## config.mk

```make
export PLATFORM = sky130hd
export DESIGN_NAME = pdd_proxy_decode
export DESIGN_NICKNAME = d
export VERILOG_FILES = /design/src/pdd_pkg.sv /design/src/pdd_proxy_decode.sv
export VERILOG_INCLUDE_DIRS = /design/src /design/src/src
export SDC_FILE = /design/constraint.sdc
export NUM_CORES = 1
export LEC_CHECK = 0
export BUFFER_PORTS_ARGS = -buffer_cell sky130_fd_sc_hd__buf_4
export CELL_PAD_IN_SITES_DETAIL_PLACEMENT = 1
export CELL_PAD_IN_SITES_GLOBAL_PLACEMENT = 1
export CORE_MARGIN = 5
export CORE_UTILIZATION = 40
export DETAILED_ROUTE_END_ITERATION = 10
export PLACE_DENSITY = 0.79
export RECOVER_POWER = 25
export SKIP_LAST_GASP = 1
export SYNTH_ARGS = -nofsm -noshare
export SYNTH_HDL_FRONTEND = slang
export SYNTH_SLANG_ARGS = --single-unit
```

## constraint.sdc

```tcl
create_clock -name core_clk -period 2.2 [get_ports core_clk]
set_input_delay 0.22 -clock core_clk [delete_from_list [all_inputs] [get_ports core_clk]]
set_output_delay 0.22 -clock core_clk [all_outputs]
set_load 0.05 [all_outputs]
```

## src/pdd_defines.svh

```systemverilog
// Constants for the Device 0 proxy and Multiword DMA strobe decoder
`ifndef PDD_DEFINES_SVH
`define PDD_DEFINES_SVH
// Taskfile addresses on DA2:0
`define PDD_ADDR_DATA 3'h0
`define PDD_ADDR_FEAT 3'h1
`define PDD_ADDR_SCNT 3'h2
`define PDD_ADDR_LBAL 3'h3
`define PDD_ADDR_LBAM 3'h4
`define PDD_ADDR_LBAH 3'h5
`define PDD_ADDR_DEV 3'h6
`define PDD_ADDR_CMD 3'h7
`define PDD_ADDR_CTL 3'h6
// Field positions
`define PDD_DEV_BIT 4
`define PDD_NIEN_BIT 1
`define PDD_SRST_BIT 2
`define PDD_HOB_BIT 7
// Reset values and fixed answers
`define PDD_REG_RST 8'h00
`define PDD_PROXY_READ 8'h00
`define PDD_CMD_DIAG 8'h90
`endif

```

## src/pdd_pkg.sv

```systemverilog
// Types shared by the proxy and DMA strobe decoder
package pdd_pkg;
  // Host-side pins after synchronisation
  typedef struct packed {
    logic cs0_n;
    logic cs1_n;
    logic [2:0] da;
    logic rd_n;
    logic wr_n;
    logic dmack_n;
  } pdd_host_s;
  // Decoder verdict for one strobe
  typedef enum logic [2:0] {
    PDD_IGNORE,
    PDD_DMA_WORD,
    PDD_DMA_LAST,
    PDD_TF_WRITE,
    PDD_TF_READ
  } pdd_kind_e;
  typedef logic [7:0] pdd_byte_t;
endpackage : pdd_pkg

```

## src/pdd_proxy_decode.sv

```systemverilog
// Device-side strobe decoder with Device 0 proxy for an absent Device 1
`timescale 1ns/1ps
`default_nettype none
`include "pdd_defines.svh"

// Overview of operation
// [RULE_01] Selected only when stored DEV bit matches own device number.
// [RULE_02] With 48-bit support, HOB picks current or previous taskfile bytes.
// [RULE_03] DMACK, no chip selects, DMARQ and busy or DRQ: one word per strobe.
// [RULE_04] DMACK with DMARQ negated: maybe final burst strobe, else ignored.
// [RULE_05] Strobe with DMACK and any chip select asserted is ignored.
// [RULE_06] Device 0 answers for absent Device 1 while BSY and DRQ clear.
// [RULE_07] Proxy ignores no select, CS1 with DA2 low, or CS1 at 111.
// [RULE_08] Proxy control write loads Device Control; acts on nIEN and SRST.
// [RULE_09] Proxy alternate status read returns zero.
// [RULE_10] Proxy writes Feature at 001; reads there give Error.
// [RULE_11] Proxy writes load Sector Count and LBA Low, Mid, High.
// [RULE_12] Without PACKET, proxy reads of those return own contents.
// [RULE_13] With PACKET, proxy reads of those return zero.
// [RULE_14] Proxy Device write loads Device register and reacts to DEV.
// [RULE_15] Proxy ignores Data port strobes.
// [RULE_16] Proxy Command write stored; only diagnostics is executed.
// [RULE_17] Ignored strobes leave bus undriven and registers unchanged.
module pdd_proxy_decode
  import pdd_pkg::*;
(
  input wire logic core_clk,
  input wire logic reset_n,
  input wire logic cs0_n,
  input wire logic cs1_n,
  input wire logic [2:0] da,
  input wire logic dior_n,
  input wire logic diow_n,
  input wire logic dmack_n,
  input wire logic [15:0] dd_in,
  output logic [15:0] dd_out,
  output logic dd_oe,
  input wire logic dev_num,
  input wire logic dev1_absent,
  input wire logic packet_set,
  input wire logic lba48_set,
  input wire logic bsy,
  input wire logic drq,
  input wire logic dmarq,
  input wire logic [7:0] error_in,
  input wire logic [7:0] status_in,
  input wire logic [15:0] dma_rd_data,
  output logic dma_word_strobe,
  output logic dma_word_write,
  output logic [15:0] dma_wr_data,
  output logic dma_last_strobe,
  output logic cmd_strobe,
  output logic diag_strobe,
  output logic [7:0] cmd_out,
  output logic selected,
  output logic nien,
  output logic srst,
  output logic [7:0] feature_out,
  output logic [7:0] sec_cnt_out,
  output logic [7:0] lba_low_out,
  output logic [7:0] lba_mid_out,
  output logic [7:0] lba_high_out
);

  // ---------------------------------------------------------------
  // Pin synchronisers
  // ---------------------------------------------------------------
  // Two flops on every host pin; the first stage feeds only the second
  pdd_host_s meta_reg;
  pdd_host_s host_reg;
  pdd_host_s host_prev_reg;
  pdd_host_s pin_now;
  logic [15:0] dd_meta_reg;
  logic [15:0] dd_sync_reg;
  assign pin_now = '{cs0_n, cs1_n, da, dior_n, diow_n, dmack_n};
  always_ff @(posedge core_clk) begin
    if (!reset_n) begin
      meta_reg <= '1;
      host_reg <= '1;
      host_prev_reg <= '1;
      dd_meta_reg <= 16'h0000;
      dd_sync_reg <= 16'h0000;
    end else begin
      meta_reg <= pin_now;
      host_reg <= meta_reg;
      host_prev_reg <= host_reg;
      dd_meta_reg <= dd_in;
      dd_sync_reg <= dd_meta_reg;
    end
  end

  // ---------------------------------------------------------------
  // Strobe edges
  // ---------------------------------------------------------------
  // Act on the falling edge; address and data are stable by then
  // after two flops of settling, a limit on very short strobe timing
  wire rd_fall = host_prev_reg.rd_n && !host_reg.rd_n;
  wire wr_fall = host_prev_reg.wr_n && !host_reg.wr_n;
  wire any_fall = rd_fall || wr_fall;
  wire rd_active = !host_reg.rd_n;

  // ---------------------------------------------------------------
  // Taskfile storage
  // ---------------------------------------------------------------
  pdd_byte_t feat_reg, scnt_reg, lbal_reg, lbam_reg, lbah_reg;
  pdd_byte_t scnt_old_reg, lbal_old_reg, lbam_old_reg, lbah_old_reg;
  pdd_byte_t dev_reg, ctl_reg, cmd_reg;

  // Selection from the stored DEV bit
  wire dev_bit = dev_reg[`PDD_DEV_BIT];
  wire is_sel = (dev_bit == dev_num); // [RULE_01]
  wire dev1_sel = dev_bit;
  wire proxy = (dev_num == 1'b0) && dev1_sel && dev1_absent
    && !bsy && !drq; // [RULE_06]

  // DMA decode
  wire dmack = !host_reg.dmack_n;
  wire cs0 = !host_reg.cs0_n;
  wire cs1 = !host_reg.cs1_n;
  wire dma_path = is_sel && dmack && !cs0 && !cs1;
  wire dma_word = dma_path && dmarq && (bsy || drq); // [RULE_03]
  wire dma_last = dma_path && !dmarq; // [RULE_04]
  // Chip select during DMACK leaves dma_path low, so the strobe drops
  // into neither DMA nor taskfile decode [RULE_05]
  wire tf_ok = !dmack && (is_sel || proxy);

  // Taskfile address decode
  wire [2:0] a = host_reg.da;
  wire cmd_blk = cs0 && !cs1;
  wire ctl_blk = cs1 && !cs0;
  wire ctl_hit = ctl_blk && (a == `PDD_ADDR_CTL); // [RULE_07]
  wire cmd_hit = cmd_blk && (a != `PDD_ADDR_DATA); // [RULE_15]
  wire tf_hit = tf_ok && (ctl_hit || cmd_hit);
  wire tf_wr = tf_hit && wr_fall;
  wire wr_feat = tf_wr && cmd_blk && (a == `PDD_ADDR_FEAT); // [RULE_10]
  wire wr_scnt = tf_wr && cmd_blk && (a == `PDD_ADDR_SCNT); // [RULE_11]
  wire wr_lbal = tf_wr && cmd_blk && (a == `PDD_ADDR_LBAL);
  wire wr_lbam = tf_wr && cmd_blk && (a == `PDD_ADDR_LBAM);
  wire wr_lbah = tf_wr && cmd_blk && (a == `PDD_ADDR_LBAH);
  wire wr_dev = tf_wr && cmd_blk && (a == `PDD_ADDR_DEV); // [RULE_14]
  wire wr_cmd = tf_wr && cmd_blk && (a == `PDD_ADDR_CMD); // [RULE_16]
  wire wr_ctl = tf_wr && ctl_hit; // [RULE_08]
  wire [7:0] wbyte = dd_sync_reg[7:0];

  // Register stores; an ignored strobe leaves all of them as they were
  always_ff @(posedge core_clk) begin
    if (!reset_n) begin
      feat_reg <= `PDD_REG_RST;
      scnt_reg <= `PDD_REG_RST;
      lbal_reg <= `PDD_REG_RST;
      lbam_reg <= `PDD_REG_RST;
      lbah_reg <= `PDD_REG_RST;
      scnt_old_reg <= `PDD_REG_RST;
      lbal_old_reg <= `PDD_REG_RST;
      lbam_old_reg <= `PDD_REG_RST;
      lbah_old_reg <= `PDD_REG_RST;
      dev_reg <= `PDD_REG_RST;
      ctl_reg <= `PDD_REG_RST;
      cmd_reg <= `PDD_REG_RST;
    end else begin
      if (wr_feat) feat_reg <= wbyte; // [RULE_17]
      // Old byte kept for the HOB read-back
      if (wr_scnt) begin
        scnt_old_reg <= scnt_reg;
        scnt_reg <= wbyte; // [RULE_11]
      end
      if (wr_lbal) begin
        lbal_old_reg <= lbal_reg;
        lbal_reg <= wbyte;
      end
      if (wr_lbam) begin
        lbam_old_reg <= lbam_reg;
        lbam_reg <= wbyte;
      end
      if (wr_lbah) begin
        lbah_old_reg <= lbah_reg;
        lbah_reg <= wbyte;
      end
      if (wr_dev) dev_reg <= wbyte; // [RULE_14]
      if (wr_ctl) ctl_reg <= wbyte; // [RULE_08]
      if (wr_cmd) cmd_reg <= wbyte; // [RULE_16]
    end
  end

  // ---------------------------------------------------------------
  // Read data selection
  // ---------------------------------------------------------------
  // HOB only counts when 48-bit addressing is offered
  wire hob = lba48_set && ctl_reg[`PDD_HOB_BIT]; // [RULE_02]
  wire [7:0] scnt_rd = hob ? scnt_old_reg : scnt_reg;
  wire [7:0] lbal_rd = hob ? lbal_old_reg : lbal_reg;
  wire [7:0] lbam_rd = hob ? lbam_old_reg : lbam_reg;
  wire [7:0] lbah_rd = hob ? lbah_old_reg : lbah_reg;
  // Proxy with PACKET hides the signature bytes [RULE_13]
  wire zero_lba = proxy && packet_set;
  logic [7:0] tf_byte;
  always_comb begin
    tf_byte = 8'h00;
    if (ctl_blk) begin
      tf_byte = proxy ? `PDD_PROXY_READ : status_in; // [RULE_09]
    end else begin
      case (a)
        `PDD_ADDR_FEAT: tf_byte = error_in; // [RULE_10]
        `PDD_ADDR_SCNT: tf_byte = zero_lba ? 8'h00 : scnt_rd; // [RULE_12]
        `PDD_ADDR_LBAL: tf_byte = zero_lba ? 8'h00 : lbal_rd;
        `PDD_ADDR_LBAM: tf_byte = zero_lba ? 8'h00 : lbam_rd;
        `PDD_ADDR_LBAH: tf_byte = zero_lba ? 8'h00 : lbah_rd;
        `PDD_ADDR_DEV: tf_byte = dev_reg;
        `PDD_ADDR_CMD: tf_byte = proxy ? `PDD_PROXY_READ : status_in;
        default: tf_byte = 8'h00;
      endcase
    end
  end

  // ---------------------------------------------------------------
  // Bus drive and event pulses
  // ---------------------------------------------------------------
  // The driven word is captured at the strobe edge and held while
  // the read strobe stays low; ignored strobes never enable the bus
  logic drive_reg;
  logic [15:0] dout_reg;
  logic dma_word_reg, dma_wr_reg, dma_last_reg, cmd_reg_p, diag_reg;
  logic [15:0] dma_wd_reg;
  wire rd_tf = rd_fall && tf_hit;
  wire rd_dma = rd_fall && dma_word;
  always_ff @(posedge core_clk) begin
    if (!reset_n) begin
      drive_reg <= 1'b0;
      dout_reg <= 16'h0000;
      dma_word_reg <= 1'b0;
      dma_wr_reg <= 1'b0;
      dma_wd_reg <= 16'h0000;
      dma_last_reg <= 1'b0;
      cmd_reg_p <= 1'b0;
      diag_reg <= 1'b0;
    end else begin
      if (rd_tf || rd_dma) drive_reg <= 1'b1;
      else if (!rd_active) drive_reg <= 1'b0; // [RULE_17]
      if (rd_tf) dout_reg <= {8'h00, tf_byte};
      else if (rd_dma) dout_reg <= dma_rd_data; // [RULE_03]
      dma_word_reg <= any_fall && dma_word;
      dma_wr_reg <= wr_fall && dma_word;
      if (wr_fall && dma_word) dma_wd_reg <= dd_sync_reg;
      dma_last_reg <= any_fall && dma_last; // [RULE_04]
      cmd_reg_p <= wr_cmd && !proxy;
      diag_reg <= wr_cmd && (wbyte == `PDD_CMD_DIAG); // [RULE_16]
    end
  end

  assign dd_out = dout_reg;
  assign dd_oe = drive_reg;
  assign dma_word_strobe = dma_word_reg;
  assign dma_word_write = dma_wr_reg;
  assign dma_wr_data = dma_wd_reg;
  assign dma_last_strobe = dma_last_reg;
  assign cmd_strobe = cmd_reg_p;
  assign diag_strobe = diag_reg;
  assign cmd_out = cmd_reg;
  assign selected = is_sel;
  assign nien = ctl_reg[`PDD_NIEN_BIT]; // [RULE_08]
  assign srst = ctl_reg[`PDD_SRST_BIT];
  assign feature_out = feat_reg;
  assign sec_cnt_out = scnt_reg;
  assign lba_low_out = lbal_reg;
  assign lba_mid_out = lbam_reg;
  assign lba_high_out = lbah_reg;

endmodule : pdd_proxy_decode
`default_nettype wire

```

==> impl_metrics.tcl <==
set metrics [dict create \
    outcome "finished, final reports clean" \
    rr_startpoint "dev_reg[4]" \
    source_of_the_worst_hold_timing_path "dma_rd_data[12]" \
    worst-endpoint-required_ns 2.50 \
    timing.critical_path.from_type "register" \
    hold_slack_ns 0.0168 \
    gpl.final_weighted_congestion 0.900 \
    post_synth_inst_count 695 \
    dp.cells 1034 \
    timing.max_cap.violations 0 \
    path_clk_slew_ns 0.07 \
    dr.first_iter.drc_count 405 \
    leakagePower_nw 3.57 \
    firstDrtPassIters 6 \
    placement.setup.worst_slack_ns -0.00215 \
    core_area_um2 16500 \
    vias_per_cell 5.25 \
    synth_ff_type "sky130_fd_sc_hd__dfxtp_1" \
    starting_density_of_the_core 0.405 \
    synthTopCellsByArea "sky130_fd_sc_hd__dfxtp_1, sky130_fd_sc_hd__mux2i_1, sky130_fd_sc_hd__nand3_1" \
    slew_violations 0 \
    critical_path_class "register to register" \
    drt_wl_total_um 21100 \
    rsz0062_at_grt "yes" \
    cts.root.buffer_cell "sky130_fd_sc_hd__clkbuf_16" \
    clock_tree.htree_level_count 4 \
    yosysTopAreaCellShare 0.535 \
    fin_area_um2 8790 \
    clock_latency_ns 0.44 \
    layout.cells.most_common "sky130_fd_sc_hd__dfxtp_1" \
    cts_buffer_depth 2 \
    setup_viol 0 \
    buffer_ports.inserted 153 \
    synth_fp_nets 761 \
    synth_edf_count 0 \
    worstRegToRegCells 6 \
    post_dp_cell_area_um2 8020 \
    relSlewSlack 0.287 \
    wire_per_inst_um 19.3 \
    maximum_number_of_pins_on_one_net_before_global_route_repair 66 \
    arrival_time_reported_for_the_critical_path_endpoint_ns 2.40 \
    holdCritPathClass "input pin to register" \
    route.antenna.remaining_nets 0 \
    std_cell_rows 47 \
    antennaDiodeCount 0 \
    synth_seq_cells 179 \
    r2r_slack_ns 0.10 \
    vdd_ir_drop_max_uv 559 \
    fp.dieArea_um2 19400 \
    synthArstFlopShare 0 \
    worst_slew_pin_slew_ns 1.07 \
    synthDominantAreaCellType "sky130_fd_sc_hd__dfxtp_1" \
    dpl.hpwl_um 14400 \
    timing.rr.end "feature_out[0]" \
    layout_setup_ws_ns 0.102 \
    final_period_minus_worst_setup_slack_ns 2.10 \
    grt_pass1_wl_um 33100 \
    min_to "dd_out[12]" \
    vias_in_the_first_global_route 6041 \
    synth.yosys.seq_area_share 0.535 \
    clock_tree_from_tritoncts "done" \
    powerDensity_nw_per_um2 742 \
    synth-warning-count 0 \
    post_synth_num_cell_types 45 \
    die_h_um 139 \
    flow.area_growth_from_synthesis_pct 31.2 \
    max_freq_mhz 477 \
    layoutNonFillerInstCount 1089 \
    fin_total_pwr_mw 6.52 \
    avgSynthCellArea_um2 9.64 \
    worstHoldPathCells 3 \
    fillerInstances 1866 \
    ioPinCount 154 \
    finClkSkew_ns 0.00888 \
    post-route-drc-count 0 \
    worst-path-max-fanout 16 \
    worst_setup_path_end_kind "register" \
    hold_viol_final 0 \
    drive_above_1_share 0.238 \
    die_width_um 139 \
    layout_common_cells "sky130_fd_sc_hd__dfxtp_1, sky130_fd_sc_hd__buf_4, sky130_fd_sc_hd__nand3_1" \
    synthesis.area_um2 6700 \
    routed-via-count 5712 \
    grt_antenna_before_repair 0 \
    globalRoute.totalOverflow 0 \
    grt_util_all_layers 0.216 \
    numClockSinks 179 \
    crit_start "dev_reg[4]" \
    fin_crit_sh 0.954 \
    cts_buffers 17 \
    finish.net_count 922 \
]
-- stage by stage --
stage | setup TNS, ns | utilization
final | 0 | 0.532
after global routing | -0.728 | 0.532
after CTS | 0 | 0.533
after detailed placement | -0.00215 | 0.485
after global placement | 0 | 0.485
after floorplan | 0 | -
-- how the worst max path moves through the flow --
stage	to	cells past startpoint
2_1_floorplan	dma_wr_data[5]	8
3_3_place_gp	dd_out[0]	8
3_5_place_dp	cmd_out[1]	8
4_1_cts	dd_out[6]	5
5_1_grt	feature_out[2]	6
6_report	feature_out[0]	6
-- cell type report --
cell class | instances | area (um^2) | share of cell area
Clock inverter | 15 | 135 | 0.0154
Multi-Input combinational cell | 462 | 2860 | 0.325
Timing Repair Buffer | 191 | 1490 | 0.170
Sequential cell | 179 | 3580 | 0.408
Clock buffer | 17 | 425 | 0.0484
Inverter | 5 | 18.8 | 0.00214
Tap cell | 220 | 275 | 0.0313
-- kinds of logic (layout without fill, tap and decap cells) --
logic type,Yosys count,after routing,synth area share
fa+ha+maj,1,1,0.00187
simple gates,247,247,0.192
buf+inv,54,228,0.0411
flops,179,179,0.535
compound gates,147,147,0.130
mux,67,67,0.100
-- worst max-delay path, cell delays in order (launching register included) --
cell	delay [ns]
sky130_fd_sc_hd__dfxtp_1	0.35
sky130_fd_sc_hd__ha_1	0.16
sky130_fd_sc_hd__and4bb_2	0.30
sky130_fd_sc_hd__o2111a_2	0.42
sky130_fd_sc_hd__nand2_1	0.41
sky130_fd_sc_hd__nand3_1	0.22
sky130_fd_sc_hd__o21ai_0	0.11
-- what timing repair did --
item	4_1_cts	5_1_grt
setup buffers	0	0
endpoints found under the setup margin	0	39
endpoints found under the hold margin	23	0
resized for setup	0	5
hold buffers	23	0
-- metal layers --
metal  track usage  vias to the layer above  routed length, um
li1              -                     2775                  -
met1         0.258                     2756               8730
met2         0.371                      151              10600
met3        0.0563                       30               1280
met4        0.0850                        0                469
met5             0                        -                  0
-- synth_stat cells, types with 6 or more instances --
library cell / instances
sky130_fd_sc_hd__buf_1: 6
sky130_fd_sc_hd__clkbuf_1: 21
sky130_fd_sc_hd__o21ai_0: 83
sky130_fd_sc_hd__buf_2: 13
sky130_fd_sc_hd__nor2_1: 31
sky130_fd_sc_hd__dfxtp_1: 179
sky130_fd_sc_hd__nand3_1: 90
sky130_fd_sc_hd__a221oi_1: 15
sky130_fd_sc_hd__nand2b_1: 18
sky130_fd_sc_hd__a21oi_1: 19
sky130_fd_sc_hd__mux2i_1: 67
sky130_fd_sc_hd__o22ai_1: 16
sky130_fd_sc_hd__a22o_1: 8
sky130_fd_sc_hd__and2_1: 32
sky130_fd_sc_hd__nand2_1: 52
-- power breakdown --
group | internal (mW) | leakage (nW) | switching (mW)
Clock | 1.50 | 0.273 | 1.40
Combinational | 0.150 | 1.85 | 0.164
Sequential | 3.28 | 1.45 | 0.0249
Power figures use the tool's default switching activity.
